[src/hw/adc_seq_pkg.sv]
`default_nettype none
package adc_seq_pkg;
    // ----------------------------------------
    // register word indices (paddr[5:2]), byte offset is four times the index
    // ----------------------------------------
    localparam logic [3:0] IDX_CTRL = 4'h0;
    localparam logic [3:0] IDX_CFG = 4'h1;
    localparam logic [3:0] IDX_EVCTRL = 4'h2;
    localparam logic [3:0] IDX_PRESC = 4'h3;
    localparam logic [3:0] IDX_INSEL = 4'h4;
    localparam logic [3:0] IDX_SAMP = 4'h5;
    localparam logic [3:0] IDX_CALIB = 4'h6;
    localparam logic [3:0] IDX_CMP = 4'h7;
    localparam logic [3:0] IDX_INTCTRL = 4'h8;
    localparam logic [3:0] IDX_INTFLAGS = 4'h9;
    localparam logic [3:0] IDX_RESULT = 4'ha;
    localparam logic [3:0] IDX_STATUS = 4'hb;
    // ----------------------------------------
    // field positions
    // ----------------------------------------
    localparam int CTRL_EN = 0;
    localparam int CTRL_FLUSH = 1;
    localparam int CTRL_START = 2;
    localparam int CFG_RES8 = 0;
    localparam int CFG_FREERUN = 1;
    localparam int CFG_GAIN_EN = 2;
    localparam int CFG_GAIN_LO = 4;
    // ----------------------------------------
    // event modes and compare modes
    // ----------------------------------------
    localparam logic [2:0] EVACT_NONE = 3'h0;
    localparam logic [2:0] EVACT_CH0 = 3'h1;
    localparam logic [2:0] EVACT_SYNC = 3'h6;
    localparam logic [1:0] CMPM_DONE = 2'h0;
    localparam logic [1:0] CMPM_BELOW = 2'h1;
    localparam logic [1:0] CMPM_ABOVE = 2'h2;
    // ----------------------------------------
    // timing, in converter half cycles (HALF_BASE in pclk cycles)
    // ----------------------------------------
    localparam logic [5:0] LAT_FIXED = 6'h02;
    localparam logic [5:0] LAT_RES8 = 6'h08;
    localparam logic [5:0] LAT_RES12 = 6'h0c;
    localparam int STAGES = 40;
    localparam logic [8:0] HALF_BASE = 9'h002;
endpackage : adc_seq_pkg
`default_nettype wire

[src/hw/conv_clk_if.sv]
`default_nettype none
interface conv_clk_if;
    logic flush;
    logic [2:0] presc;
    logic half_tick;
    logic cycle_start;
    logic first_half;
    modport gen (input flush, input presc, output half_tick, output cycle_start,
        output first_half);
    modport user (output flush, output presc, input half_tick, input cycle_start,
        input first_half);
endinterface : conv_clk_if
`default_nettype wire

[src/hw/adc_conversion_sequencer.sv]
// Overview of operation
// [RQ1] software bit or event starts conversion
// [RQ2] scan steps positive input once per conversion
// [RQ3] converter clock from prescaled peripheral clock
// [RQ4] new sample accepted every converter cycle
// [RQ5] latency one plus half resolution plus gain
// [RQ6] gain stage adds one converter cycle; the code adds gain_code plus one half cycles
// [RQ7] msb first, then one bit per half
// [RQ8] last cycle: result ready, flag set
// [RQ9] trigger one pclk before converter cycle
// [RQ10] input sampled in first half cycle
// [RQ11] each gain doubling adds half cycle
// [RQ12] completion or compare raises interrupt, event
// [RQ13] writable linearity calibration, software loads it
// [RQ14] flush restarts clock, next pclk converts
// [RQ15] flushed conversions give no result
// [RQ16] flush by software or configured event
// [RQ17] flush triggers spaced beyond latency
// [RQ18] pending starts launch right after flush
// [RQ19] sampling extendable by half cycles
// [RQ20] start bit cleared when conversion starts
// [RQ21] pending conversions complete after flush
// [RQ22] scan end returns to first input
`default_nettype none
module adc_conversion_sequencer (
    input wire logic pclk,
    input wire logic presetn,
    input wire logic [11:0] paddr,
    input wire logic psel,
    input wire logic penable,
    input wire logic pwrite,
    input wire logic [31:0] pwdata,
    output logic [31:0] prdata,
    output logic pready,
    output logic pslverr,
    input wire logic start_event,
    input wire logic [11:0] core_result,
    output logic conv_clk,
    output logic sample,
    output logic [3:0] input_sel,
    output logic gain_en,
    output logic [2:0] gain_code,
    output logic res_8bit,
    output logic [7:0] calib,
    output logic irq,
    output logic done_event
);
    // ----------------------------------------
    // latency in half cycles
    // ----------------------------------------
    function automatic logic [5:0] lat_of(input logic r8, input logic ge,
        input logic [2:0] gc, input logic [3:0] ext);
        logic [5:0] g;
        g = ge ? 6'({3'h0, gc} + 6'h01) : 6'h00; // [RQ6] [RQ11]
        lat_of = 6'(adc_seq_pkg::LAT_FIXED + (r8 ? adc_seq_pkg::LAT_RES8
            : adc_seq_pkg::LAT_RES12) + g + {2'h0, ext}); // [RQ5] [RQ7] [RQ19]
    endfunction : lat_of

    conv_clk_if ck ();

    conv_clk_gen u_clk (
        .pclk(pclk),
        .presetn(presetn),
        .ck(ck.gen)
    );

    // ----------------------------------------
    // registers
    // ----------------------------------------
    logic en_q;
    logic channel_zero_start_bit_q;
    logic ev_pend_q;
    logic freerun_q;
    logic [2:0] evact_q;
    logic [2:0] presc_q;
    logic [3:0] first_q;
    logic [3:0] count_q;
    logic [3:0] sample_extension_count_q;
    logic [11:0] cmp_q;
    logic [1:0] cmp_mode_q;
    logic ie_q;
    logic flag_q;
    logic flag_d;
    logic [11:0] result_q;
    logic [3:0] res_src_q;
    logic pready_q;
    logic [31:0] prdata_q;
    logic pslverr_q;
    logic scan_active_q;
    logic [3:0] cur_in_q;
    logic [3:0] left_q;
    logic [3:0] samp_left_q;
    logic sample_q;
    logic conv_clk_q;
    logic [3:0] input_select_register_q;
    logic gain_en_q;
    logic [2:0] gain_code_q;
    logic res8_q;
    logic [7:0] calib_q;
    logic irq_q;
    logic done_event_q;
    logic [adc_seq_pkg::STAGES-1:0] stg_v_q;
    logic [3:0] stg_in_q [adc_seq_pkg::STAGES];

    // ----------------------------------------
    // apb decode
    // ----------------------------------------
    wire logic [3:0] idx = paddr[5:2];
    wire logic hit = (paddr[11:6] == 6'h00) && (paddr[1:0] == 2'h0)
        && (idx <= adc_seq_pkg::IDX_STATUS);
    wire logic acc = psel & penable & pready_q;
    wire logic wr = acc & pwrite & hit;
    wire logic wr_ctrl = wr && (idx == adc_seq_pkg::IDX_CTRL);
    wire logic wr_flags = wr && (idx == adc_seq_pkg::IDX_INTFLAGS);
    wire logic start_wr = wr_ctrl & pwdata[adc_seq_pkg::CTRL_START];
    wire logic flush_sw = wr_ctrl & pwdata[adc_seq_pkg::CTRL_FLUSH];
    logic [31:0] rd_mux;

    always_comb begin
        rd_mux = 32'h0000_0000;
        unique case (idx)
            adc_seq_pkg::IDX_CTRL: rd_mux = {29'h0, channel_zero_start_bit_q, 1'b0, en_q};
            adc_seq_pkg::IDX_CFG: rd_mux = {25'h0, gain_code_q, 1'b0, gain_en_q,
                freerun_q, res8_q};
            adc_seq_pkg::IDX_EVCTRL: rd_mux = {29'h0, evact_q};
            adc_seq_pkg::IDX_PRESC: rd_mux = {29'h0, presc_q};
            adc_seq_pkg::IDX_INSEL: rd_mux = {24'h0, count_q, first_q};
            adc_seq_pkg::IDX_SAMP: rd_mux = {28'h0, sample_extension_count_q};
            adc_seq_pkg::IDX_CALIB: rd_mux = {24'h0, calib_q};
            adc_seq_pkg::IDX_CMP: rd_mux = {20'h0, cmp_q};
            adc_seq_pkg::IDX_INTCTRL: rd_mux = {29'h0, ie_q, cmp_mode_q};
            adc_seq_pkg::IDX_INTFLAGS: rd_mux = {31'h0, flag_q};
            adc_seq_pkg::IDX_RESULT: rd_mux = {20'h0, result_q};
            adc_seq_pkg::IDX_STATUS: rd_mux = {20'h0, res_src_q, cur_in_q,
                2'h0, ev_pend_q, scan_active_q};
            default: rd_mux = 32'h0000_0000;
        endcase
    end

    always_ff @(posedge pclk or negedge presetn) begin
        if (!presetn) begin
            pready_q <= 1'b0;
            prdata_q <= 32'h0000_0000;
            pslverr_q <= 1'b0;
        end else begin
            pready_q <= psel & penable & ~pready_q;
            prdata_q <= hit ? rd_mux : 32'h0000_0000;
            pslverr_q <= ~hit;
        end
    end

    always_ff @(posedge pclk or negedge presetn) begin
        if (!presetn) begin
            en_q <= 1'b0;
            freerun_q <= 1'b0;
            res8_q <= 1'b0;
            gain_en_q <= 1'b0;
            gain_code_q <= 3'h0;
            evact_q <= adc_seq_pkg::EVACT_NONE;
            presc_q <= 3'h0;
            first_q <= 4'h0;
            count_q <= 4'h0;
            sample_extension_count_q <= 4'h0;
            calib_q <= 8'h00;
            cmp_q <= 12'h000;
            cmp_mode_q <= adc_seq_pkg::CMPM_DONE;
            ie_q <= 1'b0;
        end else if (wr) begin
            unique case (idx)
                adc_seq_pkg::IDX_CTRL: en_q <= pwdata[adc_seq_pkg::CTRL_EN];
                adc_seq_pkg::IDX_CFG: begin
                    res8_q <= pwdata[adc_seq_pkg::CFG_RES8];
                    freerun_q <= pwdata[adc_seq_pkg::CFG_FREERUN];
                    gain_en_q <= pwdata[adc_seq_pkg::CFG_GAIN_EN];
                    gain_code_q <= pwdata[adc_seq_pkg::CFG_GAIN_LO +: 3];
                end
                adc_seq_pkg::IDX_EVCTRL: evact_q <= pwdata[2:0];
                adc_seq_pkg::IDX_PRESC: presc_q <= pwdata[2:0];
                adc_seq_pkg::IDX_INSEL: begin
                    first_q <= pwdata[3:0];
                    count_q <= pwdata[7:4];
                end
                adc_seq_pkg::IDX_SAMP: sample_extension_count_q <= pwdata[3:0]; // [RQ19]
                adc_seq_pkg::IDX_CALIB: calib_q <= pwdata[7:0]; // [RQ13]
                adc_seq_pkg::IDX_CMP: cmp_q <= pwdata[11:0];
                adc_seq_pkg::IDX_INTCTRL: begin
                    cmp_mode_q <= pwdata[1:0];
                    ie_q <= pwdata[2];
                end
                default: ;
            endcase
        end
    end

    // ----------------------------------------
    // triggers and flush
    // ----------------------------------------
    wire logic ev_ch0 = start_event && (evact_q == adc_seq_pkg::EVACT_CH0);
    wire logic ev_sync = start_event && (evact_q == adc_seq_pkg::EVACT_SYNC);
    wire logic flush_req = en_q & (flush_sw | ev_sync); // [RQ16]
    wire logic samp_end = ck.half_tick && (samp_left_q == 4'h0);
    wire logic samp_busy = sample_q & ~samp_end;
    // triggers are registered first, so they need one pclk of lead
    wire logic want = scan_active_q | channel_zero_start_bit_q | ev_pend_q | freerun_q; // [RQ9]
    wire logic launch = en_q & ~flush_req & ck.cycle_start & ~samp_busy & want; // [RQ4]
    wire logic consume = launch & ~scan_active_q;
    wire logic [3:0] used_in = scan_active_q ? cur_in_q : first_q;
    wire logic [3:0] remain = scan_active_q ? left_q : count_q;
    wire logic more = (remain != 4'h0);

    assign ck.flush = flush_req; // [RQ14]
    assign ck.presc = presc_q;

    // pending starts survive a flush on purpose, so they launch right after it
    always_ff @(posedge pclk or negedge presetn) begin
        if (!presetn) begin
            channel_zero_start_bit_q <= 1'b0;
            ev_pend_q <= 1'b0;
        end else begin
            channel_zero_start_bit_q <= start_wr
                | (channel_zero_start_bit_q & ~consume); // [RQ1] [RQ20] [RQ18]
            ev_pend_q <= (ev_ch0 | ev_sync) | (ev_pend_q & ~consume); // [RQ1] [RQ21]
        end
    end

    // ----------------------------------------
    // scan and sampling
    // ----------------------------------------
    always_ff @(posedge pclk or negedge presetn) begin
        if (!presetn) begin
            scan_active_q <= 1'b0;
            cur_in_q <= 4'h0;
            left_q <= 4'h0;
            input_select_register_q <= 4'h0;
        end else if (!en_q) begin
            scan_active_q <= 1'b0;
            cur_in_q <= first_q;
        end else if (launch) begin
            input_select_register_q <= used_in;
            scan_active_q <= more;
            cur_in_q <= more ? 4'(used_in + 4'h1) : first_q; // [RQ2] [RQ22]
            left_q <= more ? 4'(remain - 4'h1) : 4'h0;
        end
    end

    always_ff @(posedge pclk or negedge presetn) begin
        if (!presetn) begin
            sample_q <= 1'b0;
            samp_left_q <= 4'h0;
        end else if (flush_req || !en_q) begin
            sample_q <= 1'b0;
            samp_left_q <= 4'h0;
        end else if (launch) begin
            sample_q <= 1'b1; // [RQ10]
            samp_left_q <= sample_extension_count_q; // [RQ19]
        end else if (ck.half_tick && sample_q) begin
            sample_q <= ~samp_end;
            samp_left_q <= 4'(samp_left_q - 4'h1);
        end
    end

    // ----------------------------------------
    // conversion pipeline, one stage per half cycle
    // ----------------------------------------
    wire logic [5:0] lat = lat_of(res8_q, gain_en_q, gain_code_q, sample_extension_count_q);
    wire logic [5:0] tap = 6'(lat - 6'h01);
    wire logic comp = en_q & ~flush_req & ck.half_tick & stg_v_q[tap]; // [RQ8]
    wire logic [11:0] res_val = res8_q ? {4'h0, core_result[11:4]} : core_result;
    wire logic cmp_hit = (cmp_mode_q == adc_seq_pkg::CMPM_DONE)
        || ((cmp_mode_q == adc_seq_pkg::CMPM_BELOW) && (res_val < cmp_q))
        || ((cmp_mode_q == adc_seq_pkg::CMPM_ABOVE) && (res_val > cmp_q));
    wire logic hit_evt = comp & cmp_hit;

    always_ff @(posedge pclk or negedge presetn) begin
        if (!presetn) begin
            stg_v_q <= '0;
        end else if (flush_req || !en_q) begin
            stg_v_q <= '0; // [RQ15]
        end else if (ck.half_tick) begin
            stg_v_q <= {stg_v_q[adc_seq_pkg::STAGES-2:0], launch}; // [RQ4]
        end
    end

    always_ff @(posedge pclk or negedge presetn) begin
        if (!presetn) begin
            for (int i = 0; i < adc_seq_pkg::STAGES; i++) begin
                stg_in_q[i] <= 4'h0;
            end
        end else if (ck.half_tick) begin
            stg_in_q[0] <= used_in;
            for (int i = 1; i < adc_seq_pkg::STAGES; i++) begin
                stg_in_q[i] <= stg_in_q[i-1];
            end
        end
    end

    // ----------------------------------------
    // result, flag, outputs
    // ----------------------------------------
    assign flag_d = hit_evt | (flag_q & ~(wr_flags & pwdata[0])); // [RQ12]

    always_ff @(posedge pclk or negedge presetn) begin
        if (!presetn) begin
            result_q <= 12'h000;
            res_src_q <= 4'h0;
            flag_q <= 1'b0;
            irq_q <= 1'b0;
            done_event_q <= 1'b0;
            conv_clk_q <= 1'b0;
        end else begin
            if (comp) begin
                result_q <= res_val; // [RQ8]
                res_src_q <= stg_in_q[tap];
            end
            flag_q <= flag_d;
            irq_q <= flag_d & ie_q; // [RQ12]
            done_event_q <= hit_evt;
            conv_clk_q <= ck.half_tick ? ~ck.first_half : conv_clk_q;
        end
    end

    assign prdata = prdata_q;
    assign pready = pready_q;
    assign pslverr = pslverr_q;
    assign conv_clk = conv_clk_q;
    assign sample = sample_q;
    assign input_sel = input_select_register_q;
    assign gain_en = gain_en_q;
    assign gain_code = gain_code_q;
    assign res_8bit = res8_q;
    assign calib = calib_q;
    assign irq = irq_q;
    assign done_event = done_event_q;
endmodule : adc_conversion_sequencer
`default_nettype wire

[src/hw/conv_clk_gen.sv]
`default_nettype none
module conv_clk_gen (
    input wire logic pclk,
    input wire logic presetn,
    conv_clk_if.gen ck
);
    logic [8:0] cnt_q;
    logic [8:0] cnt_d;
    logic second_q;
    logic second_d;
    wire logic [8:0] reload;

    // ----------------------------------------
    // half period is 2^(presc+1) pclk cycles
    // ----------------------------------------
    assign reload = 9'((adc_seq_pkg::HALF_BASE << ck.presc) - 9'h001); // [RQ3]
    assign ck.half_tick = (cnt_q == 9'h000);
    assign ck.cycle_start = ck.half_tick & second_q;
    assign ck.first_half = ~second_q;

    // flush forces a cycle start on the very next pclk
    assign cnt_d = ck.flush ? 9'h000 : (ck.half_tick ? reload : cnt_q - 9'h001); // [RQ14]
    assign second_d = ck.flush ? 1'b1 : (ck.half_tick ? ~second_q : second_q);

    always_ff @(posedge pclk or negedge presetn) begin
        if (!presetn) begin
            cnt_q <= 9'h000;
            second_q <= 1'b1;
        end else begin
            cnt_q <= cnt_d;
            second_q <= second_d;
        end
    end
endmodule : conv_clk_gen
`default_nettype wire

[config.mk]
export PLATFORM = sky130hd
export DESIGN_NAME = adc_conversion_sequencer
export DESIGN_NICKNAME = d
export VERILOG_FILES = /design/src/hw/adc_seq_pkg.sv /design/src/hw/conv_clk_if.sv /design/src/hw/adc_conversion_sequencer.sv /design/src/hw/conv_clk_gen.sv
export SDC_FILE = /design/constraint.sdc
export NUM_CORES = 1
export LEC_CHECK = 0
export ABC_AREA = 1
export BUFFER_PORTS_ARGS = -buffer_cell sky130_fd_sc_hd__buf_2
export CAP_MARGIN = 20
export CORE_MARGIN = 5
export CORE_UTILIZATION = 30
export DETAILED_ROUTE_END_ITERATION = 6
export PLACE_DENSITY = 0.55
export SLEW_MARGIN = 20
export SYNTH_ARGS = -nofsm -noshare
export SYNTH_HDL_FRONTEND = slang
export SYNTH_HIERARCHICAL = 1
export SYNTH_SLANG_ARGS = --single-unit
[constraint.sdc]
create_clock -name pclk -period 7.5 [get_ports pclk]
set_clock_uncertainty 0.15 [all_clocks]
set_input_delay 0.375 -clock pclk [delete_from_list [all_inputs] [get_ports pclk]]
set_output_delay 0.375 -clock pclk [all_outputs]
set_load 0.1 [all_outputs]
==> impl_metrics.env <==
export IMPL_viasPerCell=4.78
export IMPL_num_rows=82
export IMPL_path_class="reg -> reg"
export IMPL_p_sw_mw=0.926
export IMPL_crit_required_ns=7.75
export IMPL_clk_latency_ns=0.52
export IMPL_crit_fanout=29
export IMPL_ant_nets=0
export IMPL_drv_slew=0
export IMPL_fin_setup_tns_ns=0
export IMPL_drt_pre_antenna_iters=5
export IMPL_numCtsBuffers=34
export IMPL_pwr_share_clk_pct=46.7
export IMPL_grt_setup_unrepaired="no"
export IMPL_fmaxAchievable_ghz=0.206
export IMPL_cellPowerDensity_mw_per_mm2=218
export IMPL_cts_tree="yes"
export IMPL_critical_path_arrival_ns=5.09
export IMPL_grt_usage_pct=14.0
export IMPL_cts_sinks=312
export IMPL_drtIter0Drc=1000
export IMPL_p_int_mw=2.86
export IMPL_root_buffer="clkbuf_16"
export IMPL_pwr_share_seq_pct=45.7
export IMPL_vias=12700
export IMPL_start_util_pct=30.4
export IMPL_post_route_period_util_pct=64.6
export IMPL_swShare_pct=24.4
export IMPL_clk_pin_slew_ns=0.06
export IMPL_synth_top_cell_by_area="dfrtp_1"
export IMPL_avgSynthCellArea_um2=7.98
export IMPL_worstHoldStart="core_result[10]"
export IMPL_syn2layout_area_growth_pct=13.7
export IMPL_synth_seq_cells=312
export IMPL_synth_cell_types=40
export IMPL_ioPinCount=117
export IMPL_setup_violations=0
export IMPL_dieArea_mm2=0.0556
export IMPL_routedWlPerCell_um=15.0
export IMPL_max_cap_violations=0
export IMPL_critPathLaunchType="flop"
export IMPL_portBuffers=76
export IMPL_peakVddDrop_v=0.000120
export IMPL_grt_pass1_vias=12500
export IMPL_fin_util_pct=34.6
export IMPL_htreeDepth=2
export IMPL_min_period_ns=4.84
export IMPL_hold_viol_final=0
export IMPL_gp_congestion=0.883
export IMPL_coreArea_mm2=0.0503
export IMPL_place_hpwl_mm=25.4
export IMPL_worstMarginPinSlew_ns=1.08
export IMPL_reg2reg_slack_ns=2.66
export IMPL_fp_dieH_um=236
export IMPL_fin_nets=2039
export IMPL_die_w_um=236
export IMPL_synth_seq_area_share_pct=51.0
export IMPL_antennaDiodeCount=0
export IMPL_synthCells=1918
export IMPL_startpoint="gain_code[0]"
export IMPL_ys_flop_type="dfrtp_1"
export IMPL_grt_pass1_wl_mm=66.0
export IMPL_ys_warn_count=6
export IMPL_synth_top_area_share_pct=50.9
export IMPL_clk_path_buf_depth=3
export IMPL_hold_class="in -> reg"
export IMPL_ctsResizeCount=0
export IMPL_grt_ovfl_total=0
export IMPL_synthTopCellsByArea="dfrtp_1 (51%), nand2_1 (13%), o21ai_0 (8.8%)"
export IMPL_synth_area_mm2=0.0153
export IMPL_worstSetupEndpointType="flop"
export IMPL_drive_gt1_share_pct=8.55
export IMPL_status="complete, no violations"
export IMPL_synthMostInstantiatedCell="nand2_1"
export IMPL_synth_common_cells="nand2_1 (512), dfrtp_1 (311), o21ai_0 (268)"
export IMPL_synthArstFlopShare_pct=100
export IMPL_drcViolationCount=0
export IMPL_p_leak_nw=8.08
export IMPL_synth_edf_count=0
export IMPL_p_comb_share_pct=7.7
export IMPL_routed_wl_mm=39.7
export IMPL_grt_antenna_before_repair=0
export IMPL_r2r_start="gain_code[0]"
export IMPL_grt_max_degree=113
export IMPL_slew_headroom_pct=27.9
timing repair:
item / 4_1_cts / 5_1_grt
hold buffers: 10 / 0
setup buffers: 0 / 0
endpoints found under the hold margin: 103 / 0
state kept, by name (all words and copies together) (netlist names), 8 cells and up:
register     cells
calib            8
cmp_q           12
prdata          12
result_q        12
stg_in_q       160
stg_v_q         40
u_clk/cnt_q      9
power by group through the flow:
stage | Clock, mW | Sequential, mW | Combinational, mW
after global placement | 0 | 1.76 | 0.286
after CTS | 1.83 | 1.73 | 0.295
final | 1.77 | 1.73 | 0.290
after floorplan | 0 | 1.78 | 0.188
after global routing | 1.89 | 1.73 | 0.328
after detailed placement | 0 | 1.76 | 0.290
worst max-delay path: stages (launching register included):
cell     delay (ns)
dfrtp_1        0.45
ha_1           0.25
a21oi_1        0.13
o21ai_0        0.14
fa_1           0.55
inv_1          0.09
fa_1           0.53
buf_4          0.39
inv_1          0.60
nand3_1        0.27
nand3_1        0.10
nand3_1        0.10
nand3_1        0.15
nand2_2        0.40
inv_2          0.22
nand2_1        0.11
nand2_1        0.05
stage by stage:
step / hold WS (ns) / instance area [um^2] / std cells / power [mW] / setup WS, ns
after floorplan: -0.0706 / 15400 / 1937 / 1.97 / 3.68
after global placement: 0.294 / 16100 / 2579 / 2.05 / 2.70
after detailed placement: 0.299 / 16100 / 2579 / 2.05 / 2.70
after CTS: 0.00256 / 17400 / 2648 / 3.85 / 2.61
after global routing: 0.0187 / 17400 / 2648 / 3.95 / 2.35
final: 0.0218 / 17400 / 2648 / 3.79 / 2.66
cells by family (layout without fill, tap and decap cells):
logic type	count (synthesis)	after routing	synth area share, %
other	1	20	0.0245
adders and majority gates	24	24	2.06
and+or+nand+nor	755	755	20.3
AOI/OAI and AO/OA	463	463	16.5
DFF	312	312	51.0
xor gates and xnor gates	2	2	0.114
buffers and inverters	361	400	9.97
per-layer routing:
layer	vias up	part of all wire, %	global-route usage [%]
li1	6276	-	-
met1	6032	47	19.5
met5	-	0	0
met2	293	46	22.8
met4	0	2.1	3.50
met3	60	5.2	2.63
cell usage in the layout (no fill, tap or decap), types with 16 or more instances in the layout:
| master | instances |
|---|---|
| buf_2 | 75 |
| nand2_1 | 512 |
| nor2_1 | 79 |
| clkbuf_16 | 37 |
| o21ai_1 | 16 |
| conb_1 | 20 |
| a21oi_1 | 76 |
| o21ai_0 | 268 |
| o22ai_1 | 45 |
| dfrtp_1 | 311 |
| inv_1 | 233 |
| ha_1 | 20 |
| o211ai_1 | 37 |
| nand3_1 | 126 |
final cells by class:
cell class | instances | area (um^2)
multi-input cells | 1264 | 6050
fillers | 5289 | 32900
clock buffers | 49 | 1020
well taps | 672 | 841
clock inverters | 10 | 159
flip-flops and latches | 312 | 7810
repair buffers | 98 | 593
inverters | 243 | 917
worst paths after layout:
kind / to / cells after the start
worst min-delay path: result_q[10] / 3
worst max-delay path: result_q[7] / 16
max in group asynchronous: stg_in_q[10] / 3
worst min register to register: pready / 1
min in group asynchronous: stg_in_q[67] / 2
worst max register to register: result_q[7] / 16
No activity file was read; power rests on OpenSTA's default activity.
